### config.mk
export PLATFORM = sky130hd
export DESIGN_NAME = plsic_top
export DESIGN_NICKNAME = d
export VERILOG_FILES = /design/src/plsic_pkg.sv /design/src/plsic_flag_cell.sv /design/src/plsic_top.sv
export VERILOG_INCLUDE_DIRS = /design/src /design/src/src
export SDC_FILE = /design/constraint.sdc
export NUM_CORES = 1
export LEC_CHECK = 0
export BUFFER_PORTS_ARGS = -buffer_cell sky130_fd_sc_hd__buf_4
export CORE_ASPECT_RATIO = 0.9
export CORE_MARGIN = 8
export CORE_UTILIZATION = 36
export DETAILED_ROUTE_END_ITERATION = 8
export MAX_ROUTING_LAYER = met4
export PLACE_DENSITY = 0.57
export SLEW_MARGIN = 20
export SYNTH_ARGS = -nofsm -noshare
export SYNTH_HDL_FRONTEND = slang
export SYNTH_HIERARCHICAL = 1
export SYNTH_SLANG_ARGS = --single-unit
### constraint.sdc
create_clock -name sys_clk -period 5.3 [get_ports sys_clk]
set_clock_uncertainty 0.05 [all_clocks]
set_input_delay 1.06 -clock sys_clk [delete_from_list [all_inputs] [get_ports sys_clk]]
set_output_delay 1.06 -clock sys_clk [all_outputs]
set_load 0.05 [all_outputs]
### src/plsic_cfg.svh
`ifndef PLSIC_CFG_SVH
`define PLSIC_CFG_SVH

// Register addresses on the management bus.
`define PLSIC_ADDR_INDSEL 5'h14
`define PLSIC_ADDR_ERRCNT 5'h15
`define PLSIC_ADDR_IRQCTL 5'h16
`define PLSIC_ADDR_FLAGS 5'h17

// Reset values.
`define PLSIC_INDSEL_RESET 16'h3fe9
`define PLSIC_ERRCNT_RESET 16'h0000
`define PLSIC_IRQCTL_RESET 16'h0000

// Field positions.
`define PLSIC_FIRST_SRC 5:3
`define PLSIC_SECOND_SRC 2:0
`define PLSIC_IRQ_OE_BIT 15
`define PLSIC_READ_CLR_BIT 14
`define PLSIC_POLARITY_BIT 13
`define PLSIC_AUTO_CLR_BIT 12
`define PLSIC_RESETUP_BIT 11
`define PLSIC_FLAG_COUNT 11

// Indicator source codes.
`define PLSIC_SRC_LINK 3'h0
`define PLSIC_SRC_ACT 3'h1
`define PLSIC_SRC_TX 3'h2
`define PLSIC_SRC_RX 3'h3
`define PLSIC_SRC_COL 3'h4
`define PLSIC_SRC_SPEED 3'h5
`define PLSIC_SRC_DUPLEX 3'h6
`define PLSIC_SRC_ALT 3'h7

// Management frame layout and bit counts.
`define PLSIC_PREAMBLE_BITS 6'h20
`define PLSIC_HEADER_LAST 4'hd
`define PLSIC_DATA_LAST 4'hf
`define PLSIC_HDR_ST 13:12
`define PLSIC_HDR_OP 11:10
`define PLSIC_HDR_PHY 9:5
`define PLSIC_HDR_REG 4:0
`define PLSIC_START_CODE 2'h1
`define PLSIC_OP_READ 2'h2
`define PLSIC_OP_WRITE 2'h1

`endif

### src/plsic_pkg.sv
package plsic_pkg;

    typedef enum logic [1:0] {
        MDIO_PREAMBLE = 2'h0,
        MDIO_HEADER = 2'h1,
        MDIO_TURN = 2'h3,
        MDIO_DATA = 2'h2
    } plsic_mdio_e;

    typedef logic [15:0] plsic_word_t;

endpackage

### src/plsic_flag_cell.sv
`timescale 1ns/1ps
module plsic_flag_cell (
    input wire logic sys_clk,
    input wire logic rst,
    input wire logic cond,
    input wire logic readClear,
    input wire logic writeOne,
    input wire logic autoClear,
    input wire logic resetup,
    output logic flag
);
    import plsic_pkg::*;

    logic condPrev;
    logic next_condPrev;
    logic next_flag;
    logic condRise;

    // A flag records the onset of its condition, so a cleared flag is not re-raised
    // by a condition that merely persists.
    always_comb begin
        condRise = cond & ~condPrev;
        next_condPrev = cond;
        next_flag = flag;
        if (readClear) begin
            next_flag = 1'b0;
        end
        if (autoClear && !cond) begin
            next_flag = 1'b0;
        end
        if (writeOne && !(resetup && cond)) begin
            next_flag = 1'b0;
        end
        // A new event in the clearing cycle wins over every clear.
        if (condRise) begin
            next_flag = 1'b1;
        end
    end

    always_ff @(posedge sys_clk) begin
        if (rst) begin
            condPrev <= 1'b0;
            flag <= 1'b0;
        end else begin
            condPrev <= next_condPrev;
            flag <= next_flag;
        end
    end
endmodule

### src/plsic_top.sv
// Contract
// - First indicator source select, reset speed.
// - Second indicator select, code seven link.
// - Sixteen-bit readable writable receive error counter.
// - Interrupt pin output enable and polarity.
// - Flag read clears when read-clear enabled.
// - Auto clear when condition goes away.
// - Write one clears when resetup off.
// - Resetup keeps flag while condition present.
// - Enables for wake, power-down, autoneg.
// - Flag register holds eleven write-one-to-clear flags.
// - Low byte enables gate link events.
`timescale 1ns/1ps
`include "plsic_cfg.svh"
module plsic_top #(
    parameter logic [4:0] PHY_ADDR = 5'h01
) (
    input wire logic sys_clk,
    input wire logic rst,
    input wire logic mdc,
    input wire logic mdioIn,
    output logic mdioOut,
    output logic mdioOe,
    input wire logic linkIntegrity,
    input wire logic linkStatus,
    input wire logic activity,
    input wire logic txActive,
    input wire logic rxActive,
    input wire logic collision,
    input wire logic speed100,
    input wire logic fullDuplex,
    input wire logic rxErrPulse,
    input wire logic [`PLSIC_FLAG_COUNT-1:0] eventCond,
    output logic ledFirst,
    output logic ledSecond,
    output logic irqOut,
    output logic irqOe
);
    import plsic_pkg::*;

    localparam int NFLAG = `PLSIC_FLAG_COUNT;

    logic [1:0] mdcSync;
    logic [1:0] next_mdcSync;
    logic [1:0] mdioSync;
    logic [1:0] next_mdioSync;
    logic mdcPrev;
    logic next_mdcPrev;
    logic mdcRise;
    logic mdioBit;
    plsic_mdio_e mdioState;
    plsic_mdio_e next_mdioState;
    logic [5:0] preCnt;
    logic [5:0] next_preCnt;
    logic [3:0] bitCnt;
    logic [3:0] next_bitCnt;
    plsic_word_t shiftReg;
    plsic_word_t next_shiftReg;
    logic isRead;
    logic next_isRead;
    logic isWrite;
    logic next_isWrite;
    logic [4:0] regAddr;
    logic [4:0] next_regAddr;
    logic next_mdioOut;
    logic next_mdioOe;
    logic [13:0] header;
    logic hdrDone;
    logic hdrRead;
    logic addrOk;
    logic writeStb;
    logic readClr;
    plsic_word_t writeData;

    plsic_word_t indSel;
    plsic_word_t next_indSel;
    plsic_word_t errCnt;
    plsic_word_t next_errCnt;
    plsic_word_t irqCtl;
    plsic_word_t next_irqCtl;
    logic [NFLAG-1:0] flags;
    logic [NFLAG-1:0] flagWriteOne;
    logic irqActive;
    logic next_ledFirst;
    logic next_ledSecond;
    logic next_irqOut;
    logic next_irqOe;

    function automatic logic ledPick(input logic [2:0] code, input logic second);
        logic lit;
        unique case (code)
            `PLSIC_SRC_LINK: lit = linkIntegrity;
            `PLSIC_SRC_ACT: lit = activity;
            `PLSIC_SRC_TX: lit = txActive;
            `PLSIC_SRC_RX: lit = rxActive;
            `PLSIC_SRC_COL: lit = collision;
            `PLSIC_SRC_SPEED: lit = speed100;
            `PLSIC_SRC_DUPLEX: lit = fullDuplex;
            `PLSIC_SRC_ALT: lit = second ? linkStatus : 1'b0;
        endcase
        return lit;
    endfunction

    function automatic plsic_word_t regRead(input logic [4:0] addr);
        plsic_word_t value;
        unique case (addr)
            `PLSIC_ADDR_INDSEL: value = indSel;
            `PLSIC_ADDR_ERRCNT: value = errCnt;
            `PLSIC_ADDR_IRQCTL: value = irqCtl;
            `PLSIC_ADDR_FLAGS: value = 16'(flags);
            default: value = 16'h0000;
        endcase
        return value;
    endfunction

    // MDC and MDIO are pins, so both pass two flip-flops before any decode. The data
    // path is delayed exactly as the clock, which keeps the sample point aligned.
    always_comb begin
        next_mdcSync = {mdcSync[0], mdc};
        next_mdioSync = {mdioSync[0], mdioIn};
        next_mdcPrev = mdcSync[1];
        mdcRise = mdcSync[1] & ~mdcPrev;
        mdioBit = mdioSync[1];
        next_mdioState = mdioState;
        next_preCnt = preCnt;
        next_bitCnt = bitCnt;
        next_shiftReg = shiftReg;
        next_isRead = isRead;
        next_isWrite = isWrite;
        next_regAddr = regAddr;
        next_mdioOut = mdioOut;
        next_mdioOe = mdioOe;
        header = {shiftReg[12:0], mdioBit};
        writeData = {shiftReg[14:0], mdioBit};
        addrOk = (header[`PLSIC_HDR_ST] == `PLSIC_START_CODE)
            && (header[`PLSIC_HDR_PHY] == PHY_ADDR);
        hdrDone = 1'b0;
        hdrRead = 1'b0;
        writeStb = 1'b0;
        if (mdcRise) begin
            unique case (mdioState)
                MDIO_PREAMBLE: begin
                    if (mdioBit) begin
                        if (preCnt != `PLSIC_PREAMBLE_BITS) begin
                            next_preCnt = preCnt + 6'h01;
                        end
                    end else if (preCnt == `PLSIC_PREAMBLE_BITS) begin
                        next_mdioState = MDIO_HEADER;
                        next_bitCnt = 4'h1;
                        next_shiftReg = 16'h0000;
                    end else begin
                        next_preCnt = 6'h00;
                    end
                end
                MDIO_HEADER: begin
                    next_shiftReg = writeData;
                    next_bitCnt = bitCnt + 4'h1;
                    if (bitCnt == `PLSIC_HEADER_LAST) begin
                        hdrDone = 1'b1;
                        next_isRead = addrOk && (header[`PLSIC_HDR_OP] == `PLSIC_OP_READ);
                        next_isWrite = addrOk && (header[`PLSIC_HDR_OP] == `PLSIC_OP_WRITE);
                        hdrRead = next_isRead;
                        next_regAddr = header[`PLSIC_HDR_REG];
                        next_bitCnt = 4'h0;
                        next_preCnt = 6'h00;
                        if (next_isRead || next_isWrite) begin
                            next_mdioState = MDIO_TURN;
                        end else begin
                            next_mdioState = MDIO_PREAMBLE;
                        end
                        if (next_isRead) begin
                            next_shiftReg = regRead(header[`PLSIC_HDR_REG]);
                        end
                    end
                end
                MDIO_TURN: begin
                    if (bitCnt == 4'h0) begin
                        next_bitCnt = 4'h1;
                        next_mdioOe = isRead;
                        next_mdioOut = 1'b0;
                    end else begin
                        next_bitCnt = 4'h0;
                        next_mdioState = MDIO_DATA;
                        if (isRead) begin
                            next_mdioOut = shiftReg[15];
                            next_shiftReg = {shiftReg[14:0], 1'b0};
                        end
                    end
                end
                MDIO_DATA: begin
                    next_bitCnt = bitCnt + 4'h1;
                    if (isRead) begin
                        next_mdioOut = shiftReg[15];
                        next_shiftReg = {shiftReg[14:0], 1'b0};
                    end else begin
                        next_shiftReg = writeData;
                    end
                    if (bitCnt == `PLSIC_DATA_LAST) begin
                        next_mdioState = MDIO_PREAMBLE;
                        next_mdioOe = 1'b0;
                        next_mdioOut = 1'b0;
                        writeStb = isWrite;
                    end
                end
            endcase
        end
        readClr = hdrDone && hdrRead && (header[`PLSIC_HDR_REG] == `PLSIC_ADDR_FLAGS)
            && irqCtl[`PLSIC_READ_CLR_BIT];
    end

    always_ff @(posedge sys_clk) begin
        if (rst) begin
            // Idle-high reset values keep the release of reset from faking an MDC rise.
            mdcSync <= 2'h3;
            mdioSync <= 2'h3;
            mdcPrev <= 1'b1;
            mdioState <= MDIO_PREAMBLE;
            preCnt <= 6'h00;
            bitCnt <= 4'h0;
            shiftReg <= 16'h0000;
            isRead <= 1'b0;
            isWrite <= 1'b0;
            regAddr <= 5'h00;
            mdioOut <= 1'b0;
            mdioOe <= 1'b0;
        end else begin
            mdcSync <= next_mdcSync;
            mdioSync <= next_mdioSync;
            mdcPrev <= next_mdcPrev;
            mdioState <= next_mdioState;
            preCnt <= next_preCnt;
            bitCnt <= next_bitCnt;
            shiftReg <= next_shiftReg;
            isRead <= next_isRead;
            isWrite <= next_isWrite;
            regAddr <= next_regAddr;
            mdioOut <= next_mdioOut;
            mdioOe <= next_mdioOe;
        end
    end

    // A management write takes precedence over a receive error in the same cycle.
    always_comb begin
        next_indSel = indSel;
        next_irqCtl = irqCtl;
        next_errCnt = errCnt + {15'h0000, rxErrPulse};
        flagWriteOne = '0;
        if (writeStb) begin
            unique case (regAddr)
                `PLSIC_ADDR_INDSEL: next_indSel = writeData;
                `PLSIC_ADDR_ERRCNT: next_errCnt = writeData;
                `PLSIC_ADDR_IRQCTL: next_irqCtl = writeData;
                `PLSIC_ADDR_FLAGS: flagWriteOne = writeData[NFLAG-1:0];
                default: next_indSel = indSel;
            endcase
        end
    end

    always_ff @(posedge sys_clk) begin
        if (rst) begin
            indSel <= `PLSIC_INDSEL_RESET;
            errCnt <= `PLSIC_ERRCNT_RESET;
            irqCtl <= `PLSIC_IRQCTL_RESET;
        end else begin
            indSel <= next_indSel;
            errCnt <= next_errCnt;
            irqCtl <= next_irqCtl;
        end
    end

    for (genvar i = 0; i < NFLAG; i++) begin : gen_flag
        plsic_flag_cell u_cell (
            .sys_clk(sys_clk),
            .rst(rst),
            .cond(eventCond[i]),
            .readClear(readClr),
            .writeOne(flagWriteOne[i]),
            .autoClear(irqCtl[`PLSIC_AUTO_CLR_BIT]),
            .resetup(irqCtl[`PLSIC_RESETUP_BIT]),
            .flag(flags[i])
        );
    end

    always_comb begin
        irqActive = |(flags & irqCtl[NFLAG-1:0]);
        next_irqOut = irqCtl[`PLSIC_POLARITY_BIT] ? irqActive : ~irqActive;
        next_irqOe = irqCtl[`PLSIC_IRQ_OE_BIT];
        next_ledFirst = ledPick(indSel[`PLSIC_FIRST_SRC], 1'b0);
        next_ledSecond = ledPick(indSel[`PLSIC_SECOND_SRC], 1'b1);
    end

    always_ff @(posedge sys_clk) begin
        if (rst) begin
            irqOut <= 1'b1;
            irqOe <= 1'b0;
            ledFirst <= 1'b0;
            ledSecond <= 1'b0;
        end else begin
            irqOut <= next_irqOut;
            irqOe <= next_irqOe;
            ledFirst <= next_ledFirst;
            ledSecond <= next_ledSecond;
        end
    end
endmodule

==> flow_summary.json, run 1 <==
{
  "comb_power_share_pct": 3.7,
  "worstReg2RegStart": "shiftReg[4]",
  "drtAntennaViolNets": 0,
  "postCtsSetupBuffers": 0,
  "pre_cts_ws_ps": 2179,
  "cts_max_level": 4,
  "core_sq_um": 15490,
  "final_common_cell": "dfxtp_1",
  "gp_congestion": 0.8517,
  "ys_warn_count": 6,
  "cts.path.max_buffers": 2,
  "powerDensity_nw_per_um2": 327.0,
  "globalRouteOverflowTotal": 0,
  "row_count": 43,
  "arrival_ps": 3420,
  "start_util_pct": 37.06,
  "wl_um": 15000,
  "worst_pin_slew_ps": 1109,
  "grt_pass1_wl_um": 24500,
  "drive_above_1_share_pct": 16.07,
  "max_freq_mhz": 315.9,
  "synth_area_per_cell_sq_um": 9.475,
  "grt_usage_pct": 15.96,
  "total_power_w": 0.002206,
  "pin_count": 30,
  "crit_fanout": 11,
  "p_leak_nw": 2.467,
  "setup_ws_ps": 2134,
  "diodes": 0,
  "cts_hold_buf": 0,
  "nets": 659,
  "synth_cell_types": 57,
  "hold_path_startpoint": "mdioSync[0]",
  "ys.flop_type": "dfxtp_1",
  "antenna_found_initial": 0,
  "area_growth_syn_to_layout_pct": 17.48,
  "peakVddDrop_v": 0.0002312,
  "syn-num-nets": 637,
  "intPower_w": 0.001756,
  "p_clk_share_pct": 55.3,
  "hold_end": "mdioSync[1]",
  "rsz0062_at_grt": "false",
  "drv_cap": 0,
  "ys_seq_area_share_pct": 40.44,
  "die_h_um": 135.8,
  "relSlewSlack_pct": 25.68,
  "drv_slew": 0,
  "drtIter0Drc": 294,
  "cts_root_buf": "clkbuf_16",
  "die-area_sq_um": 20250,
  "dp_hpwl_um": 10120,
  "cp-end-kind": "flop",
  "status": "finished clean",
  "cts_tree": "yes",
  "path_common_cell": "nor3b_1",
  "min_path_type": "flop to flop",
  "cp-start-kind": "flop",
  "grt_pass1_vias": 4591,
  "first_pass_iters": 4,
  "drc": 0,
  "clock_latency_ps": 420,
  "synth_cells": 606,
  "synth_edf_count": 0,
  "whs_path_depth": 1,
  "finalSetupTns_ps": 0,
  "max_stage_delay_ps": 910,
  "final_cell_mix": "dfxtp_1 (116), nor2_1 (75), mux2i_1 (37), buf_4 (36)",
  "p_sw_w": 0.0004495,
  "netlist_area_sq_um": 5742,
  "reg2reg_setup_slack_ps": 2130,
  "regToRegEndpoint": "gen_flag[2].u_cell/flag",
  "criticalPathCategory": "flop to flop",
  "vias": 4568,
  "clock-sinks": 116,
  "final_util_pct": 43.53,
  "cp_cell_sequence": "nor3b_1 > nand4_1 > or3_1 > nor3_2 > nor3b_1 > a32o_1",
  "final_hold_viol_count": 0,
  "design_area_sq_um": 6745,
  "p_seq_share_pct": 41.0,
  "cts_buffers": 17,
  "die_x_um": 149.1,
  "portBuffers": 29,
  "grt_max_degree": 72,
  "wire_per_inst_um": 17.79,
  "viasPerCell": 5.419,
  "path_clk_slew_ps": 50,
  "required_ps": 5560,
  "setup_violations": 0,
  "place_area_sq_um": 6100,
  "crit_slowest_cell": "nor3_2",
  "fin_crit_sh_pct": 59.73,
  "sw_frac_of_total_pct": 20.38,
  "fin_crit_ps": 3166,
  "post_cts_resized": 0,
  "ys_async_sr_fraction_pct": 0,
  "ys_seq_elements": 116,
  "reg2reg_depth": 6
}
[metrics by stage]
step / hold WS (ps) / instances
global route: 371.5 / 843
detailed placement: 343.8 / 810
CTS: 359.2 / 842
floorplan: 339.5 / 606
global placement: 340.6 / 810
finish: 357.8 / 843
[cell families after synthesis]
kind of cell,count (synthesis),synth area share (%)
muxes,52,12.14
DFF,116,40.44
adders and majority gates,7,1.525
and+or+nand+nor,239,22.88
xor gates and xnor gates,16,2.441
buffers and inverters,56,4.402
AOI/OAI and AO/OA,120,16.17
[worst max-delay path: cells and delay by family (launching register included)]
| kind | cells | cell delay (ps) |
|---|---|---|
| and+or+nand+nor | 5 | 2270 |
| DFF | 1 | 430 |
| AOI/OAI and AO/OA | 1 | 300 |
[registers in the layout (all words and copies together), names as in the netlist, 4 cells and up]
signal                    flops
shiftReg                     16
bitCnt                        4
preCnt                        6
irqCtl                       16
gen_flag.u_cell/flag         11
gen_flag.u_cell/condPrev     11
regAddr                       5
errCnt                       16
indSel                       16
[metal layers]
metal	global-route usage, %	vias to the layer above	wire (um)
met5	-	-	0
met4	5.938	0	223
met3	3.887	19	768
met2	24.49	101	7168
met1	20.02	2206	6839
li1	-	2242	-
[power by group through the flow]
stage                     sequential, W  combinational (W)  clock [W]
after global routing           0.000905          0.0000902    0.00128
after floorplan                0.000917          0.0000518          0
after global placement         0.000921          0.0000802          0
after detailed placement       0.000922          0.0000826          0
after CTS                      0.000903          0.0000826    0.00124
final                          0.000903          0.0000818    0.00122
[cells in the mapped netlist, types with 16 or more instances]
master    instances  area, sq um
a211oi_1         19        142.6
nand3_1          16        80.08
dfxtp_1         116         2322
nand2b_1         19        118.9
nand2_1          22        82.58
clkbuf_1         20        75.07
a21oi_1          22        110.1
nor2_1           75        281.5
nor3_1           16        80.08
mux2i_1          37        370.4
inv_1            22        82.58
[worst max-delay path by stage]
stage | startpoint | cells past startpoint | slack (ps) | endpoint
CTS | shiftReg[7] | 6 | 2170 | gen_flag[2].u_cell/flag
finish | shiftReg[4] | 6 | 2130 | gen_flag[2].u_cell/flag
global placement | shiftReg[7] | 6 | 2270 | gen_flag[6].u_cell/flag
detailed placement | shiftReg[7] | 6 | 2180 | gen_flag[2].u_cell/flag
global route | shiftReg[4] | 6 | 1990 | gen_flag[2].u_cell/flag
floorplan | bitCnt[0] | 8 | 2650 | gen_flag[0].u_cell/flag
[cell type report]
class | count | area, sq um
Clock buffer | 24 | 481.7
Clock inverter | 8 | 147.6
Fill cell | 1513 | 8750
Inverter | 22 | 82.58
Multi-Input combinational cell | 434 | 3173
Sequential cell | 116 | 2322
Tap cell | 202 | 252.7
Timing Repair Buffer | 37 | 285.3
(Power assumes the default switching activity.)
==> run 2: changes to the inputs <==
--- a/config.mk
+++ b/config.mk
@@ -12,7 +12,7 @@
 export CORE_UTILIZATION = 36
 export DETAILED_ROUTE_END_ITERATION = 8
 export MAX_ROUTING_LAYER = met4
-export PLACE_DENSITY = 0.57
+export PLACE_DENSITY = 0.59
 export SLEW_MARGIN = 20
 export SYNTH_ARGS = -nofsm -noshare
 export SYNTH_HDL_FRONTEND = slang
==> constraint.sdc (replaced) <==
create_clock -name sys_clk -period 2.56 [get_ports sys_clk]
set_clock_uncertainty 0.05 [all_clocks]
set_input_delay 0.512 -clock sys_clk [delete_from_list [all_inputs] [get_ports sys_clk]]
set_output_delay 0.512 -clock sys_clk [all_outputs]
set_load 0.05 [all_outputs]
==> run 2 against run 1 <==
  * Sequential power increased by 110%
  * Final area increased by 3.8%
  * Die area unchanged
  * Sequential cell count unchanged
  * Critical endpoint unchanged
  * Sequential share of layout area decreased by 1.2 points
  * Largest cell class unchanged
  * Global-route usage about the same
  * Via count increased by 4.6%
  * Clock power increased by 100%
  * Register-to-register slack got worse by 2000 ps
  * Count of clock-buffer cells in the layout decreased by 2
  * Worst setup slack got worse by 2000 ps
==> flow_summary.json, run 2 (synthesis results as in run 1) <==
{
  "hold_path_startpoint": "mdioIn",
  "core_sq_um": 15490,
  "cts.path.max_buffers": 2,
  "wl_um": 15400,
  "criticalPathCategory": "flop to flop",
  "reg2reg_depth": 9,
  "hold-worst-slack_ps": 225.5,
  "cp-startpoint": "bitCnt[1]",
  "p_sw_w": 0.0009779,
  "crit_path_end": "gen_flag[2].u_cell/flag",
  "gp_congestion": 0.8460,
  "regToRegEndpoint": "gen_flag[2].u_cell/flag",
  "arrival_ps": 2730,
  "die_x_um": 149.1,
  "area_growth_syn_to_layout_pct": 21.99,
  "drv_slew": 0,
  "nets": 686,
  "globalRouteOverflowTotal": 0,
  "setup_violations": 0,
  "powerDensity_nw_per_um2": 646.3,
  "reg2reg_setup_slack_ps": 90,
  "sw_frac_of_total_pct": 21.60,
  "cp-start-kind": "flop",
  "drtAntennaViolNets": 0,
  "wire_per_inst_um": 17.71,
  "cts_hold_buf": 0,
  "dp_hpwl_um": 10560,
  "cts_root_buf": "clkbuf_16",
  "p_seq_share_pct": 41.2,
  "die_h_um": 135.8,
  "min_path_type": "input port to flop",
  "relSlewSlack_pct": 51.53,
  "crit_fanout": 6,
  "fin_crit_ps": 2474,
  "peakVddDrop_v": 0.0005421,
  "diodes": 0,
  "worstReg2RegStart": "bitCnt[1]",
  "crit_slowest_cell": "or4_4",
  "grt_max_degree": 59,
  "grt_pass1_wl_um": 24560,
  "place_inst": 834,
  "die-area_sq_um": 20250,
  "pin_count": 30,
  "drive_above_1_share_pct": 20.51,
  "grt_pass1_vias": 4608,
  "required_ps": 2820,
  "cts_buffers": 17,
  "antenna_found_initial": 0,
  "grt_usage_pct": 15.94,
  "cts_tree": "yes",
  "cts_max_level": 4,
  "cp-end-kind": "flop",
  "portBuffers": 29,
  "finalSetupTns_ps": 0,
  "path_clk_slew_ps": 50,
  "final_cell_mix": "dfxtp_1 (113), nor2_1 (75), buf_4 (59), mux2i_1 (37)",
  "fin_crit_sh_pct": 96.62,
  "drv_cap": 0,
  "final_util_pct": 45.20,
  "comb_power_share_pct": 4.0,
  "viasPerCell": 5.491,
  "drc": 0,
  "max_freq_mhz": 404.3,
  "clock_latency_ps": 420,
  "status": "finished clean",
  "worst_pin_slew_ps": 727.1,
  "stdcell_count": 870,
  "clock-sinks": 116,
  "vias": 4777,
  "final_hold_viol_count": 0,
  "final_common_cell": "dfxtp_1",
  "p_clk_share_pct": 54.8,
  "max_stage_delay_ps": 580,
  "drtIter0Drc": 400,
  "start_util_pct": 37.06,
  "intPower_w": 0.003549,
  "p_leak_nw": 2.613,
  "first_pass_iters": 5,
  "cp_cell_sequence": "ha_4 > nand3_1 > or4_4 > nor3_4 > buf_4 > buf_6 > and2_1 > a21bo_1 > a32o_1",
  "row_count": 43
}
run 2: cell types whose count changed in the layout (fill, tap and decap cells not counted), sizes merged:
cell	delta
buf	+27
bufinv	-1
clkbuf	-2
clkinv	-1
clkinvlp	+3
inv	+1
run 2: cell type report:
class / count / area, sq um
Multi-Input combinational cell: 434 / 3199
Tap cell: 202 / 252.7
Clock buffer: 22 / 474.2
Fill cell: 1535 / 8491
Clock inverter: 10 / 147.6
Timing Repair Buffer: 64 / 519.2
Sequential cell: 116 / 2328
Inverter: 22 / 82.58
run 2: stage by stage:
step | instance area (sq um) | setup WS (ps) | total power, W
floorplan | 5747 | 150.8 | 0.002006
global placement | 6317 | 155.0 | 0.002078
detailed placement | 6317 | 87.62 | 0.002086
CTS | 6939 | 75.15 | 0.004576
global route | 7004 | -9.523 | 0.004674
finish | 7004 | 86.44 | 0.004527
run 2: layer usage:
| layer | GRT usage, % | part of all wire (%) | up-vias |
|---|---|---|---|
| li1 | - | - | 2286 |
| met1 | 19.44 | 46 | 2351 |
| met2 | 25.39 | 49 | 118 |
| met3 | 3.688 | 4.3 | 22 |
| met4 | 5.770 | 1.4 | 0 |
| met5 | - | 0 | - |
run 2: power by group through the flow:
stage	sequential, W	combinational, W	clock, W
4_1_cts	0.00186	0.000184	0.00253
3_5_place_dp	0.00190	0.000183	0
6_report	0.00186	0.000183	0.00248
2_1_floorplan	0.00190	0.000107	0
5_1_grt	0.00187	0.000200	0.00261
3_3_place_gp	0.00190	0.000176	0
run 2: worst max-delay path, delay by kind of cell (launching register included):
family / cells / cell delay, ps
adders and majority gates: 1 / 150
and+or+nand+nor: 4 / 1120
DFF: 1 / 360
AOI/OAI and AO/OA: 2 / 410
buffers and inverters: 2 / 290
run 2: how the worst min path moves through the flow:
| stage | to | cells past startpoint |
|---|---|---|
| after floorplan | mdcSync[1] | 1 |
| after global routing | mdioSync[0] | 2 |
| after detailed placement | mdcSync[1] | 1 |
| after CTS | mdioSync[0] | 2 |
| final | mdioSync[0] | 2 |
| after global placement | mdcSync[1] | 1 |
run 2: timing repair:
action	in CTS	in global routing
resized for setup	0	11
setup endpoints to repair	0	14
setup buffers	0	3
